## src/shared/irq_mode_pkg.sv

```systemverilog
// constants shared by the measurement irq mode logic
`default_nettype none
package irq_mode_pkg;
  localparam logic [7:0] MODES_OFFSET = 8'h05;
  localparam logic [7:0] MODES_RESET = 8'h00;
  localparam logic [7:0] MODES_WRITE_MASK = 8'hf7;
  localparam int PROX2_MODE_LSB = 6;
  localparam int PROX1_MODE_LSB = 4;
  localparam int LIGHT_MODE_LSB = 0;
  localparam int RESULT_WIDTH = 16;
  // first sequencer revision that decodes the light mode; value is arbitrary
  localparam logic [7:0] LIGHT_DECODE_MIN_REV = 8'h01;
  localparam logic [1:0] PROX_ON_COMPLETE = 2'h0;
  localparam logic [1:0] PROX_ON_CROSS = 2'h1;
  localparam logic [1:0] PROX_RESERVED = 2'h2;
  localparam logic [1:0] PROX_ON_ABOVE = 2'h3;
  localparam logic [2:0] LIGHT_EVERY_SAMPLE = 3'h0;
endpackage : irq_mode_pkg
`default_nettype wire

```

## src/shared/prox_event_if.sv

```systemverilog
// per-channel proximity sample and flag-set request between modules
`timescale 1ns/100ps
`default_nettype none
interface prox_event_if;
  logic done;
  logic [irq_mode_pkg::RESULT_WIDTH-1:0] result;
  logic [irq_mode_pkg::RESULT_WIDTH-1:0] threshold;
  logic enable;
  logic [1:0] mode;
  logic setFlag;
  modport judge (input done, result, threshold, enable, mode, output setFlag);
  modport source (output done, result, threshold, enable, mode, input setFlag);
endinterface : prox_event_if
`default_nettype wire

```

## src/design/measurement_irq_mode_select.sv

```systemverilog
// measurement irq mode register and flag-set decoding
`timescale 1ns/100ps
`default_nettype none
module measurement_irq_mode_select
(
  // sequencer clock
  input wire logic mclk,
  // synchronous reset, active low
  input wire logic rst_n,
  // register write from the serial bus decoder
  input wire logic [7:0] regAddr,
  input wire logic regWrite,
  input wire logic [7:0] regWdata,
  // registered read data back to the decoder
  output logic [7:0] regRdata,
  // sequencer revision
  input wire logic [7:0] seqRevision,
  // proximity enables from the enable register
  input wire logic prox1_irq_enable,
  input wire logic prox2_irq_enable,
  // light enables, bit 0 for flag 0 and bit 1 for flag 1
  input wire logic [1:0] light_irq_enable,
  // proximity thresholds
  input wire logic [15:0] prox1_threshold,
  input wire logic [15:0] prox2_threshold,
  // light window bounds, both inclusive
  input wire logic [15:0] light_lower_threshold,
  input wire logic [15:0] light_upper_threshold,
  // first proximity result, done pulse marks it valid
  input wire logic prox1Done,
  input wire logic [15:0] prox1Result,
  // second proximity result
  input wire logic prox2Done,
  input wire logic [15:0] prox2Result,
  // visible light result
  input wire logic visibleDone,
  input wire logic [15:0] visible_light_channel,
  // infrared light result
  input wire logic infraredDone,
  input wire logic [15:0] infrared_light_channel,
  // proximity flag-set pulses
  output logic prox1SetFlag,
  output logic prox2SetFlag,
  // light flag-set pulses
  output logic [1:0] lightSetFlag,
  // irq pin drive, high while active
  output logic irqPinActive
);
  // all module state, registered in one process
  typedef struct packed {
    // software mode register, bit 3 held at zero
    logic [7:0] modes;
    // read data for the address of the last cycle
    logic [7:0] rdata;
    // window side of the last sample, visible at 0, infrared at 1
    logic [1:0] prevIn;
    // proximity flag-set pulses, one cycle each
    logic prox1Set;
    logic prox2Set;
    // light flag-set pulses, one cycle each
    logic [1:0] lightSet;
    // irq pin drive, one cycle after light flag 0
    logic irqPin;
  } top_state_t;

  top_state_t state;
  top_state_t next_state;

  // one carrier per proximity channel
  prox_event_if prox1Ch ();
  prox_event_if prox2Ch ();

  // light mode field and the revision gate
  logic [2:0] light_irq_mode;
  logic lightDecode;

  // decoded light mode selections
  logic lightEveryMode;
  logic modeExitVis;
  logic modeExitIr;
  logic modeEnterVis;
  logic modeEnterIr;

  // per light channel window state, index 0 visible, 1 infrared
  logic [1:0] chanDone;
  logic [1:0][15:0] chanResult;
  logic [1:0] chanAboveLow;
  logic [1:0] chanBelowHigh;
  logic [1:0] chanIn;
  logic [1:0] chanPrevIn;
  logic [1:0] chanLeave;
  logic [1:0] chanEnter;

  // light flag-set terms before registering
  logic everyHit;
  logic exitVisHit;
  logic exitIrHit;
  logic enterVisHit;
  logic enterIrHit;
  logic flag0Hit;
  logic flag1Hit;

  // register access decode
  logic modesSelected;
  logic modesWrite;
  logic [7:0] modesWritten;
  logic [7:0] readValue;

  ////////////////////////////////////////////////////////////////////////
  // proximity channels
  // first channel: sample, threshold and enable straight from the ports
  assign prox1Ch.done = prox1Done;
  assign prox1Ch.result = prox1Result;
  assign prox1Ch.threshold = prox1_threshold;
  assign prox1Ch.enable = prox1_irq_enable;
  // mode bits 5:4 follow the register at once, no extra delay
  assign prox1Ch.mode = state.modes[irq_mode_pkg::PROX1_MODE_LSB +: 2];

  // second channel, same wiring, mode bits 7:6
  assign prox2Ch.done = prox2Done;
  assign prox2Ch.result = prox2Result;
  assign prox2Ch.threshold = prox2_threshold;
  assign prox2Ch.enable = prox2_irq_enable;
  assign prox2Ch.mode = state.modes[irq_mode_pkg::PROX2_MODE_LSB +: 2];

  prox_irq_judge prox1Judge
  (
    .mclk(mclk),
    .rst_n(rst_n),
    .ch(prox1Ch.judge)
  );

  // second judge; its pulse is registered again in the top state
  prox_irq_judge prox2Judge
  (
    .mclk(mclk),
    .rst_n(rst_n),
    .ch(prox2Ch.judge)
  );

  ////////////////////////////////////////////////////////////////////////
  // light mode decode
  assign light_irq_mode = state.modes[irq_mode_pkg::LIGHT_MODE_LSB +: 3];
  // older sequencers ignore the light mode entirely
  assign lightDecode = seqRevision >= irq_mode_pkg::LIGHT_DECODE_MIN_REV;
  // all-zero field: every visible sample on flag 0
  assign lightEveryMode = light_irq_mode == irq_mode_pkg::LIGHT_EVERY_SAMPLE;
  // x01: visible leaves the window, flag 0
  assign modeExitVis = light_irq_mode[0] && !light_irq_mode[1];
  // x11: infrared leaves the window, flag 0
  assign modeExitIr = light_irq_mode[0] && light_irq_mode[1];
  // 10x: visible enters the window, flag 1
  assign modeEnterVis = light_irq_mode[2] && !light_irq_mode[1];
  // 11x: infrared enters the window, flag 1
  assign modeEnterIr = light_irq_mode[2] && light_irq_mode[1];

  ////////////////////////////////////////////////////////////////////////
  // light window per channel
  assign chanDone = {infraredDone, visibleDone};
  assign chanResult = {infrared_light_channel, visible_light_channel};
  assign chanPrevIn = state.prevIn;

  // inclusive window; both channels share the same bounds
  for (genvar i = 0; i < 2; i++)
  begin : g_window
    assign chanAboveLow[i] = chanResult[i] >= light_lower_threshold;
    assign chanBelowHigh[i] = chanResult[i] <= light_upper_threshold;
    assign chanIn[i] = chanAboveLow[i] && chanBelowHigh[i];
    // only a change of side counts, so a result that stays out is quiet
    assign chanLeave[i] = chanDone[i] && chanPrevIn[i] && !chanIn[i];
    assign chanEnter[i] = chanDone[i] && !chanPrevIn[i] && chanIn[i];
  end

  ////////////////////////////////////////////////////////////////////////
  // light flag-set terms
  // enable 00 with the all-zero field leaves both flags quiet
  assign everyHit = lightEveryMode && chanDone[0];
  assign exitVisHit = modeExitVis && chanLeave[0];
  assign exitIrHit = modeExitIr && chanLeave[1];
  assign enterVisHit = modeEnterVis && chanEnter[0];
  assign enterIrHit = modeEnterIr && chanEnter[1];
  // each flag needs its own enable bit; the revision gate comes first
  assign flag0Hit = lightDecode && light_irq_enable[0] && (everyHit || exitVisHit || exitIrHit);
  assign flag1Hit = lightDecode && light_irq_enable[1] && (enterVisHit || enterIrHit);

  ////////////////////////////////////////////////////////////////////////
  // register access decode
  assign modesSelected = regAddr == irq_mode_pkg::MODES_OFFSET;
  assign modesWrite = regWrite && modesSelected;
  // reserved bit 3 is never stored, so it always reads zero
  assign modesWritten = regWdata & irq_mode_pkg::MODES_WRITE_MASK;
  // other addresses read zero from this block
  assign readValue = modesSelected ? state.modes : 8'h00;

  ////////////////////////////////////////////////////////////////////////
  // next register, window sides, pulses and irq pin
  always_comb
  begin
    next_state = state;

    // window side kept per channel on every sample, watched or not
    for (int i = 0; i < 2; i++)
    begin
      if (chanDone[i])
        next_state.prevIn[i] = chanIn[i];
    end

    if (modesWrite)
      next_state.modes = modesWritten;
    // read data answers this cycle's address one cycle later
    next_state.rdata = readValue;

    // pulses last one cycle; the sequencer keeps the sticky flags
    next_state.lightSet = {flag1Hit, flag0Hit};
    next_state.prox1Set = prox1Ch.setFlag;
    next_state.prox2Set = prox2Ch.setFlag;
    // pin pulses with each enabled light flag 0 set
    next_state.irqPin = light_irq_enable[0] && state.lightSet[0];
  end

  ////////////////////////////////////////////////////////////////////////
  // synchronous reset; mode register back to all zeros
  always_ff @(posedge mclk)
  begin
    if (!rst_n)
    begin
      state <= '0;
      state.modes <= irq_mode_pkg::MODES_RESET;
    end
    else
      state <= next_state;
  end

  ////////////////////////////////////////////////////////////////////////
  // outputs straight from flops
  // read data
  assign regRdata = state.rdata;
  // flag-set pulses
  assign prox1SetFlag = state.prox1Set;
  assign prox2SetFlag = state.prox2Set;
  assign lightSetFlag = state.lightSet;
  // irq pin drive
  assign irqPinActive = state.irqPin;
endmodule : measurement_irq_mode_select
`default_nettype wire

```

## src/design/prox_irq_judge.sv

```systemverilog
// decides when one proximity channel sets its irq flag
`timescale 1ns/100ps
`default_nettype none
module prox_irq_judge
(
  // clock and reset
  input wire logic mclk,
  input wire logic rst_n,
  // channel sample and mode
  prox_event_if.judge ch
);
  typedef struct packed {
    logic prevAbove;
    logic setFlag;
  } judge_state_t;

  judge_state_t state;
  judge_state_t next_state;
  logic above;

  assign ch.setFlag = state.setFlag;

  // side of threshold for the new sample
  assign above = ch.result > ch.threshold;

  // one-cycle set pulse for a completed sample when enabled and the mode selects it
  always_comb
  begin
    next_state = state;
    next_state.setFlag = 1'b0;
    if (ch.done)
    begin
      next_state.prevAbove = above;
      if (ch.enable)
      begin
        unique case (ch.mode)
          irq_mode_pkg::PROX_ON_COMPLETE: next_state.setFlag = 1'b1;
          irq_mode_pkg::PROX_ON_CROSS: next_state.setFlag = above != state.prevAbove;
          irq_mode_pkg::PROX_ON_ABOVE: next_state.setFlag = above;
          irq_mode_pkg::PROX_RESERVED: next_state.setFlag = 1'b0;
        endcase
      end
    end
  end

  always_ff @(posedge mclk)
  begin
    if (!rst_n)
      state <= '0;
    else
      state <= next_state;
  end
endmodule : prox_irq_judge
`default_nettype wire

```

## config.mk

```make
export PLATFORM = sky130hd
export DESIGN_NAME = measurement_irq_mode_select
export DESIGN_NICKNAME = d
export VERILOG_FILES = /design/src/shared/irq_mode_pkg.sv /design/src/shared/prox_event_if.sv /design/src/design/measurement_irq_mode_select.sv /design/src/design/prox_irq_judge.sv
export SDC_FILE = /design/constraint.sdc
export NUM_CORES = 1
export LEC_CHECK = 0
export BUFFER_PORTS_ARGS = -buffer_cell sky130_fd_sc_hd__buf_2
export CORE_MARGIN = 2
export CORE_UTILIZATION = 40
export CTS_CLUSTER_DIAMETER = 60
export DETAILED_ROUTE_END_ITERATION = 8
export PLACE_DENSITY = 0.75
export SYNTH_ARGS = -nofsm -noshare
export SYNTH_HDL_FRONTEND = slang
export SYNTH_HIERARCHICAL = 1
export SYNTH_SLANG_ARGS = --single-unit
```

## constraint.sdc

```tcl
create_clock -name mclk -period 1.7 [get_ports mclk]
set_input_delay 0.085 -clock mclk [delete_from_list [all_inputs] [get_ports mclk]]
set_output_delay 0.085 -clock mclk [all_outputs]
set_load 0.005 [all_outputs]
```

==> results_dict.tcl, run 1 <==
set metrics [dict create \
    status "finished, final reports clean" \
    synth_area_um2 3370 \
    synth_compound_area_frac 0.178 \
    cp.arrival_ps 1850 \
    fin_cells 724 \
    ys_ff_latch 25 \
    cap_violations 0 \
    die_height_um 95.8 \
    place.gp.congestion 0.808 \
    grt_pass1_vias 3483 \
    tightest_slew_ps 476 \
    p_per_area_nw_per_um2 387 \
    viasPerCell 5.02 \
    period_needed_ps 1640 \
    routedWlPerCell_um 12.9 \
    ir_worst_vdd_v 0.000371 \
    syn_inst 413 \
    fmax_mhz 611 \
    grt_start_max_net_pins 20 \
    clk_path_buf_depth 2 \
    fin_util 0.572 \
    grt_overflow 0 \
    synth-xor-area-share 0 \
    end_kind "flip-flop" \
    antenna_cells 0 \
    synth_simple_gate_area_frac 0.206 \
    cts_resized 0 \
    start_util 0.413 \
    drt_iter0_drc 62 \
    portBuffers 173 \
    seq_area_frac_synth 0.148 \
    dpl.hpwl_um 8490 \
    cts_tree "built" \
    startpoint_type "input port" \
    setup_viol 0 \
    post_cts_buffers 0 \
    synth_top_family_by_area "adder cells" \
    synth_fa_ha_area_frac 0.356 \
    vias 3632 \
    whs_ps 60.9 \
    wirelength_um 9350 \
    drive_above_1_share 0.372 \
    yosys_most_used_dff "dfxtp_1" \
    hold_buffers 0 \
    cp_data_required_time_ps 1910 \
    first_pass_iters 4 \
    dp.cells 720 \
    crit_family "compound AO/OA/AOI/OAI gates" \
    synthMuxAreaShare 0.0267 \
    synth_nets 672 \
    cp_slowest_cell "ha_1" \
    drc 0 \
    critPathBufInv 2 \
    placed_area_um2 4590 \
    cts-buffers-inserted 3 \
    grt_pass1_wl_um 14400 \
    detail-route-antenna-nets 0 \
    synth-edff-count 0 \
    synth_warnings 6 \
    fin_crit_sh 0.963 \
    slew_violations 0 \
    clk_pin_slew_ps 80 \
    critPathMaxFanout 3 \
    clock_sinks 25 \
    totalPowerFinal_mw 1.81 \
    finClkSkew_ps 3.72 \
    cts_root_buf "clkbuf_8" \
    clock_latency_ps 260 \
    leakagePower_nw 2.67 \
    hold_viol 0 \
    layout.nets 879 \
    crit_path_max_incr_delay_ps 360 \
    synth_async_sr_flop_share 0 \
    worstHoldPathType "in -> reg" \
    antenna_found_initial 0 \
    grtUsageTotal 0.193 \
    htreeDepth 1 \
    die_x_um 95.8 \
    path_class "in -> reg" \
    core.rowCount 33 \
    io_pins 176 \
    path_cells "buf_2 -> inv_1 -> ha_1 -> a21oi_1 -> o21ai_1 -> a221oi_2 -> o211a_1 -> o22ai_4 -> o22ai_1 -> and4_1" \
    syn_to_final_growth_pct 38.6 \
    core_area_um2 8180 \
    avgSynthCellArea_um2 8.17 \
    postLayoutCellArea_um2 4680 \
    yosysUniqueCellTypes 48 \
    slew_headroom 0.674 \
    die-area_um2 9180 \
]
placed cells by master (no fill, tap or decap), types with 9 or more instances in the layout:
cell and count:
dfxtp_1 25, nor2_1 10, nand4_1 11, a21oi_1 34, buf_4 31, nor2b_1 14, nand2_1 28, and2_1 13
o21ai_0 11, inv_1 72, buf_2 173, nand3_1 12, ha_1 96, mux2i_1 9
power breakdown:
part | switching (mW) | internal [mW]
sequential | 0.00621 | 0.596
combinational | 0.419 | 0.447
clock | 0.172 | 0.167
total | 0.598 | 1.21
through the flow:
step / setup TNS (ps) / setup slack (ps)
final: 0 / 63.3
after global routing: -31.5 / -31.5
after CTS: 0 / 46.1
after detailed placement: -840 / -224
after global placement: -637 / -186
after floorplan: 0 / 45.6
routing by layer:
layer,vias to the layer above,GRT usage,part of all wire
met5,-,0,0
met4,0,0.0298,0.019
met3,14,0.0360,0.066
met2,118,0.383,0.51
met1,1600,0.215,0.41
li1,1900,-,-
cell type report:
type | count | area, µm²
well taps | 105 | 131
fillers | 759 | 3500
repair buffers | 204 | 1100
flip-flops and latches | 25 | 500
clock buffers | 4 | 45.0
inverters | 72 | 270
multi-input cells | 314 | 2630
final timing paths:
path	cells past startpoint	endpoint	slack, ps	from
setup / recovery	10	lightSetFlag[1]	60	light_upper_threshold[7]
hold / removal	2	irqPinActive	60	light_irq_enable[0]
hold reg to reg	1	prox2SetFlag	450	prox2Judge/ch.setFlag
setup reg to reg	4	prox1Judge/ch.setFlag	440	prox1Ch.mode[1]
cells in the mapped netlist (9+ instances only):
cell type / count / share of area
nand2_1: 28 / 0.031
nor2_1: 10 / 0.011
nand3_1: 12 / 0.018
o21ai_0: 12 / 0.018
ha_1: 96 / 0.36
inv_1: 72 / 0.080
nor2b_1: 14 / 0.026
mux2i_1: 9 / 0.027
a21oi_1: 36 / 0.053
nand4_1: 11 / 0.020
and2_1: 13 / 0.024
dfxtp_1: 25 / 0.15
cells by family (layout without fill, tap and decap cells):
kind of cell               count (synthesis)  after routing
other                                      1              1
AOI/OAI and AO/OA                         88             88
buffers and inverters                     74            280
DFF                                       25             25
muxes                                      9              9
adders and majority gates                 96             96
and+or+nand+nor                          120            120
registers in the layout (all words and copies together), names as in the netlist, 2 cells and up:
name / count
prox2Ch.mode: 2
lightSetFlag: 2
prox1Ch.mode: 2
light_irq_mode: 3
chanPrevIn: 2
regRdata: 7
Note: power is estimated with default switching activity, not from simulation.
==> run 2, diff against run 1 <==
--- a/config.mk
+++ b/config.mk
@@ -10,7 +10,8 @@
 export CORE_UTILIZATION = 40
 export CTS_CLUSTER_DIAMETER = 60
 export DETAILED_ROUTE_END_ITERATION = 8
-export PLACE_DENSITY = 0.75
+export PLACE_DENSITY = 0.8
+export RECOVER_POWER = 100
 export SYNTH_ARGS = -nofsm -noshare
 export SYNTH_HDL_FRONTEND = slang
 export SYNTH_HIERARCHICAL = 1
==> results_dict.tcl, run 2 (synthesis gave the netlist of run 1 again) <==
set metrics [dict create \
    min_from "light_irq_enable[0]" \
    cp_data_required_time_ps 1850 \
    die_height_um 95.8 \
    grt_start_max_net_pins 20 \
    clock_latency_ps 270 \
    largest_reg_flops 7 \
    reg2reg_setup_slack_ps 500 \
    antenna_cells 0 \
    fin_crit_sh 0.947 \
    setup_tns_ps 0 \
    cp.arrival_ps 1760 \
    totalPowerFinal_mw 1.80 \
    drc 0 \
    clk_path_buf_depth 2 \
    cts-buffers-inserted 3 \
    vias 3706 \
    ir_worst_vdd_v 0.000306 \
    postLayoutCellArea_um2 4610 \
    final_common_cell "buf_2" \
    setup_viol 0 \
    end_kind "flip-flop" \
    core_area_um2 8180 \
    finClkSkew_ps 8.07 \
    grtUsageTotal 0.199 \
    layout_common_cells "buf_2 (162), ha_1 (96), inv_1 (72)" \
    cp_slowest_cell "nor4_1" \
    hold_buffers 0 \
    whs_ps 63.0 \
    io_pins 176 \
    syn_to_final_growth_pct 36.7 \
    core.rowCount 33 \
    routedWlPerCell_um 13.2 \
    die-area_um2 9180 \
    die_x_um 95.8 \
    cts_root_buf "clkbuf_8" \
    clk_pin_slew_ps 90 \
    period_needed_ps 1610 \
    layout.nets 876 \
    status "finished, final reports clean" \
    placed_area_um2 4570 \
    rsz0062_at_grt "false" \
    path_class "in -> reg" \
    fmax_mhz 621 \
    startpoint_type "input port" \
    setup_slack_ps 89.9 \
    cts_tree "built" \
    hold_viol 0 \
    dpl.hpwl_um 8610 \
    start_util 0.413 \
    worstRegToRegCells 4 \
    grt_overflow 0 \
    fin_cells 721 \
    detail-route-antenna-nets 0 \
    crit_path_max_incr_delay_ps 470 \
    drt_iter0_drc 60 \
    clock_sinks 25 \
    grt_pass1_vias 3526 \
    route.met2.wl_um 4670 \
    first_pass_iters 4 \
    whs_path_depth 2 \
    wl_met3_um 654 \
    r2r_end "prox1Judge/ch.setFlag" \
    cap_violations 0 \
    r2r_start "prox1Judge/state[1]" \
    drive_above_1_share 0.344 \
    viasPerCell 5.14 \
    critPathMaxFanout 4 \
    p_per_area_nw_per_um2 390 \
    met1_length_um 3980 \
    worstHoldPathType "in -> reg" \
    path_cells "buf_2 -> inv_1 -> ha_1 -> nand4_1 -> nor4_1 -> a21boi_2 -> o41a_1 -> o31ai_2" \
    grt_pass1_wl_um 14800 \
    dp.cells 717 \
    htreeDepth 1 \
    top_layer "met4" \
    place.gp.congestion 0.952 \
    antenna_found_initial 0 \
    hold_path_end "irqPinActive" \
    portBuffers 173 \
    leakagePower_nw 2.60 \
    wirelength_um 9500 \
    slew_violations 0 \
    dp_slack_ps -233 \
    fin_util 0.564 \
]
==> run 2: changes by cell type in the layout (fill, tap and decap cells not counted), moves of 3 or more <==
cell,previous run,this run
clkbuf_1,1,11
and2_1,13,10
buf_2,173,162
buf_4,31,27
and2_0,0,3
==> run 2: report_power, final <==
group	internal (mW)	leakage, nW	switching, mW
combinational	0.431	2.38	0.412
clock	0.166	0.0217	0.187
sequential	0.596	0.203	0.00651
==> run 2: critical path: cells and delay by family <==
kind | cells | cell delay, ps
AND/OR/NAND/NOR | 2 | 680
adder cells (fa/ha/maj) | 1 | 310
AO/OA/AOI/OAI | 3 | 580
buffers and inverters | 2 | 100
==> run 2: how the worst max path moves through the flow <==
stage	from	to	slack [ps]	cells after the start
final	prox2_threshold[15]	prox2Judge/ch.setFlag	90	8
after global routing	light_upper_threshold[1]	lightSetFlag[1]	4	10
after CTS	light_upper_threshold[7]	lightSetFlag[1]	40	10
after detailed placement	light_upper_threshold[7]	lightSetFlag[1]	-230	10
after global placement	light_upper_threshold[1]	lightSetFlag[1]	-130	10
after floorplan	light_upper_threshold[1]	lightSetFlag[1]	50	9
==> run 2: what timing repair did <==
item / 4_1_cts / 5_1_grt
endpoints found under the setup margin: 0 / 3
gates resized for setup: 0 / 6
setup buffers: 0 / 0
endpoints found under the hold margin: 0 / 0
==> run 2: final cells by class <==
type	count	area (µm²)
clock buffers	3	41.3
clock inverters	1	7.51
fillers	749	3560
inverters	72	270
multi-input cells	314	2600
flip-flops and latches	25	500
well taps	105	131
repair buffers	201	1060
==> run 2: per-layer routing <==
layer  vias up  GRT usage
met1      1653      0.229
li1       1891          -
met4         0     0.0667
met3        14     0.0282
met5         -          0
met2       148      0.374
==> run 3, diff against run 2 <==
--- a/config.mk
+++ b/config.mk
@@ -7,10 +7,10 @@
 export LEC_CHECK = 0
 export BUFFER_PORTS_ARGS = -buffer_cell sky130_fd_sc_hd__buf_2
 export CORE_MARGIN = 2
-export CORE_UTILIZATION = 40
+export CORE_UTILIZATION = 42
 export CTS_CLUSTER_DIAMETER = 60
 export DETAILED_ROUTE_END_ITERATION = 8
-export PLACE_DENSITY = 0.8
+export PLACE_DENSITY = 0.83
 export RECOVER_POWER = 100
 export SYNTH_ARGS = -nofsm -noshare
 export SYNTH_HDL_FRONTEND = slang
==> results_dict.tcl, run 3 (synthesis gave the netlist of run 1 again) <==
set metrics [dict create \
    status "finished, final reports clean" \
    startpoint_type "input port" \
    end_kind "flip-flop" \
    htreeDepth 1 \
    period_needed_ps 1610 \
    grt_pass1_wl_um 15500 \
    die-area_um2 8760 \
    r2r_end "prox2Judge/ch.setFlag" \
    syn_to_final_growth_pct 37.5 \
    die_x_um 93.6 \
    reg2reg_setup_slack_ps 480 \
    core.rowCount 32 \
    detail-route-antenna-nets 0 \
    finClkSkew_ps 3.03 \
    crit_end "lightSetFlag[1]" \
    clk_path_buf_depth 2 \
    cap_violations 0 \
    die_height_um 93.6 \
    grt_overflow 0 \
    place.gp.congestion 0.888 \
    layout_common_cells "buf_2 (162), ha_1 (96), inv_1 (72)" \
    slew_violations 0 \
    crit_start "light_upper_threshold[7]" \
    viasPerCell 5.15 \
    post_cts_buffers 0 \
    cts_tree "built" \
    path_class "in -> reg" \
    fin_crit_sh 0.946 \
    portBuffers 173 \
    antenna_cells 0 \
    leakagePower_nw 2.63 \
    hold_viol 0 \
    clock_latency_ps 270 \
    whs_ps 54.9 \
    drive_above_1_share 0.347 \
    core_area_um2 7770 \
    worstRegToRegCells 4 \
    clk_pin_slew_ps 90 \
    start_util 0.434 \
    cts_root_buf "clkbuf_8" \
    io_pins 176 \
    drt_iter0_drc 102 \
    fmax_mhz 622 \
    cp.arrival_ps 1830 \
    grt_start_max_net_pins 18 \
    vias 3726 \
    dp.cells 720 \
    r2r_start "prox2Judge/state[1]" \
    ir_worst_vdd_v 0.000404 \
    layout.nets 882 \
    wirelength_um 9800 \
    grtUsageTotal 0.219 \
    rsz0062_at_grt "false" \
    final_common_cell "buf_2" \
    worstHoldPathType "in -> reg" \
    antenna_found_initial 0 \
    fin_cells 724 \
    cp_data_required_time_ps 1920 \
    routedWlPerCell_um 13.5 \
    hold_buffers 0 \
    grt_pass1_vias 3779 \
    p_per_area_nw_per_um2 393 \
    cts-buffers-inserted 3 \
    largest_reg_flops 7 \
    first_pass_iters 4 \
    cts_resized 0 \
    dpl.hpwl_um 8930 \
    drc 0 \
    clock_sinks 25 \
    setup_viol 0 \
    critPathMaxFanout 3 \
]
[run 3: area by class of cell]
class	instances	area, µm²
fillers	718	3130
multi-input cells	314	2590
well taps	102	128
clock buffers	3	41.3
clock inverters	1	7.51
inverters	72	270
repair buffers	207	1100
flip-flops and latches	25	500
[run 3: power breakdown]
part | internal, mW | leakage (nW) | switching, mW
Sequential | 0.596 | 0.203 | 0.00632
Combinational | 0.444 | 2.40 | 0.418
Clock | 0.166 | 0.0217 | 0.194
[run 3: worst max-delay path, stage by stage]
cell	delay, ps
buf_2	70
inv_1	40
ha_1	360
a21oi_1	190
o21ai_1	110
a221oi_1	310
o211a_1	200
o22ai_2	100
o22ai_1	170
and4_1	200
[run 3: routing by layer]
metal	share of wire	up-vias	GRT usage
met3	0.060	21	0.0363
li1	-	1899	-
met4	0.022	0	0.0604
met5	0	-	0
met2	0.52	137	0.432
met1	0.40	1669	0.236
[run 3: worst min-delay path by stage]
stage | startpoint | to | slack [ps] | cells after the start
5_1_grt | light_irq_enable[0] | lightSetFlag[0] | 50 | 3
6_report | light_irq_enable[0] | lightSetFlag[0] | 50 | 3
3_3_place_gp | regWdata[1] | light_irq_mode[1] | 340 | 3
4_1_cts | light_irq_enable[0] | lightSetFlag[0] | 60 | 3
3_5_place_dp | regWdata[2] | light_irq_mode[2] | 350 | 3
2_1_floorplan | rst_n | prox2Ch.mode[1] | 210 | 1
[run 3: per-stage QoR]
stage          setup WS, ps  TNS (ps)  power (mW)  utilization  instance area (µm²)
2_1_floorplan          45.6         0        1.06            -                 3370
3_3_place_gp           -153      -502        1.42        0.594                 4610
3_5_place_dp           -208      -800        1.47        0.594                 4610
4_1_cts                78.3         0        1.83        0.600                 4660
5_1_grt                5.01         0        1.97        0.597                 4640
6_report               92.3         0        1.82        0.597                 4640
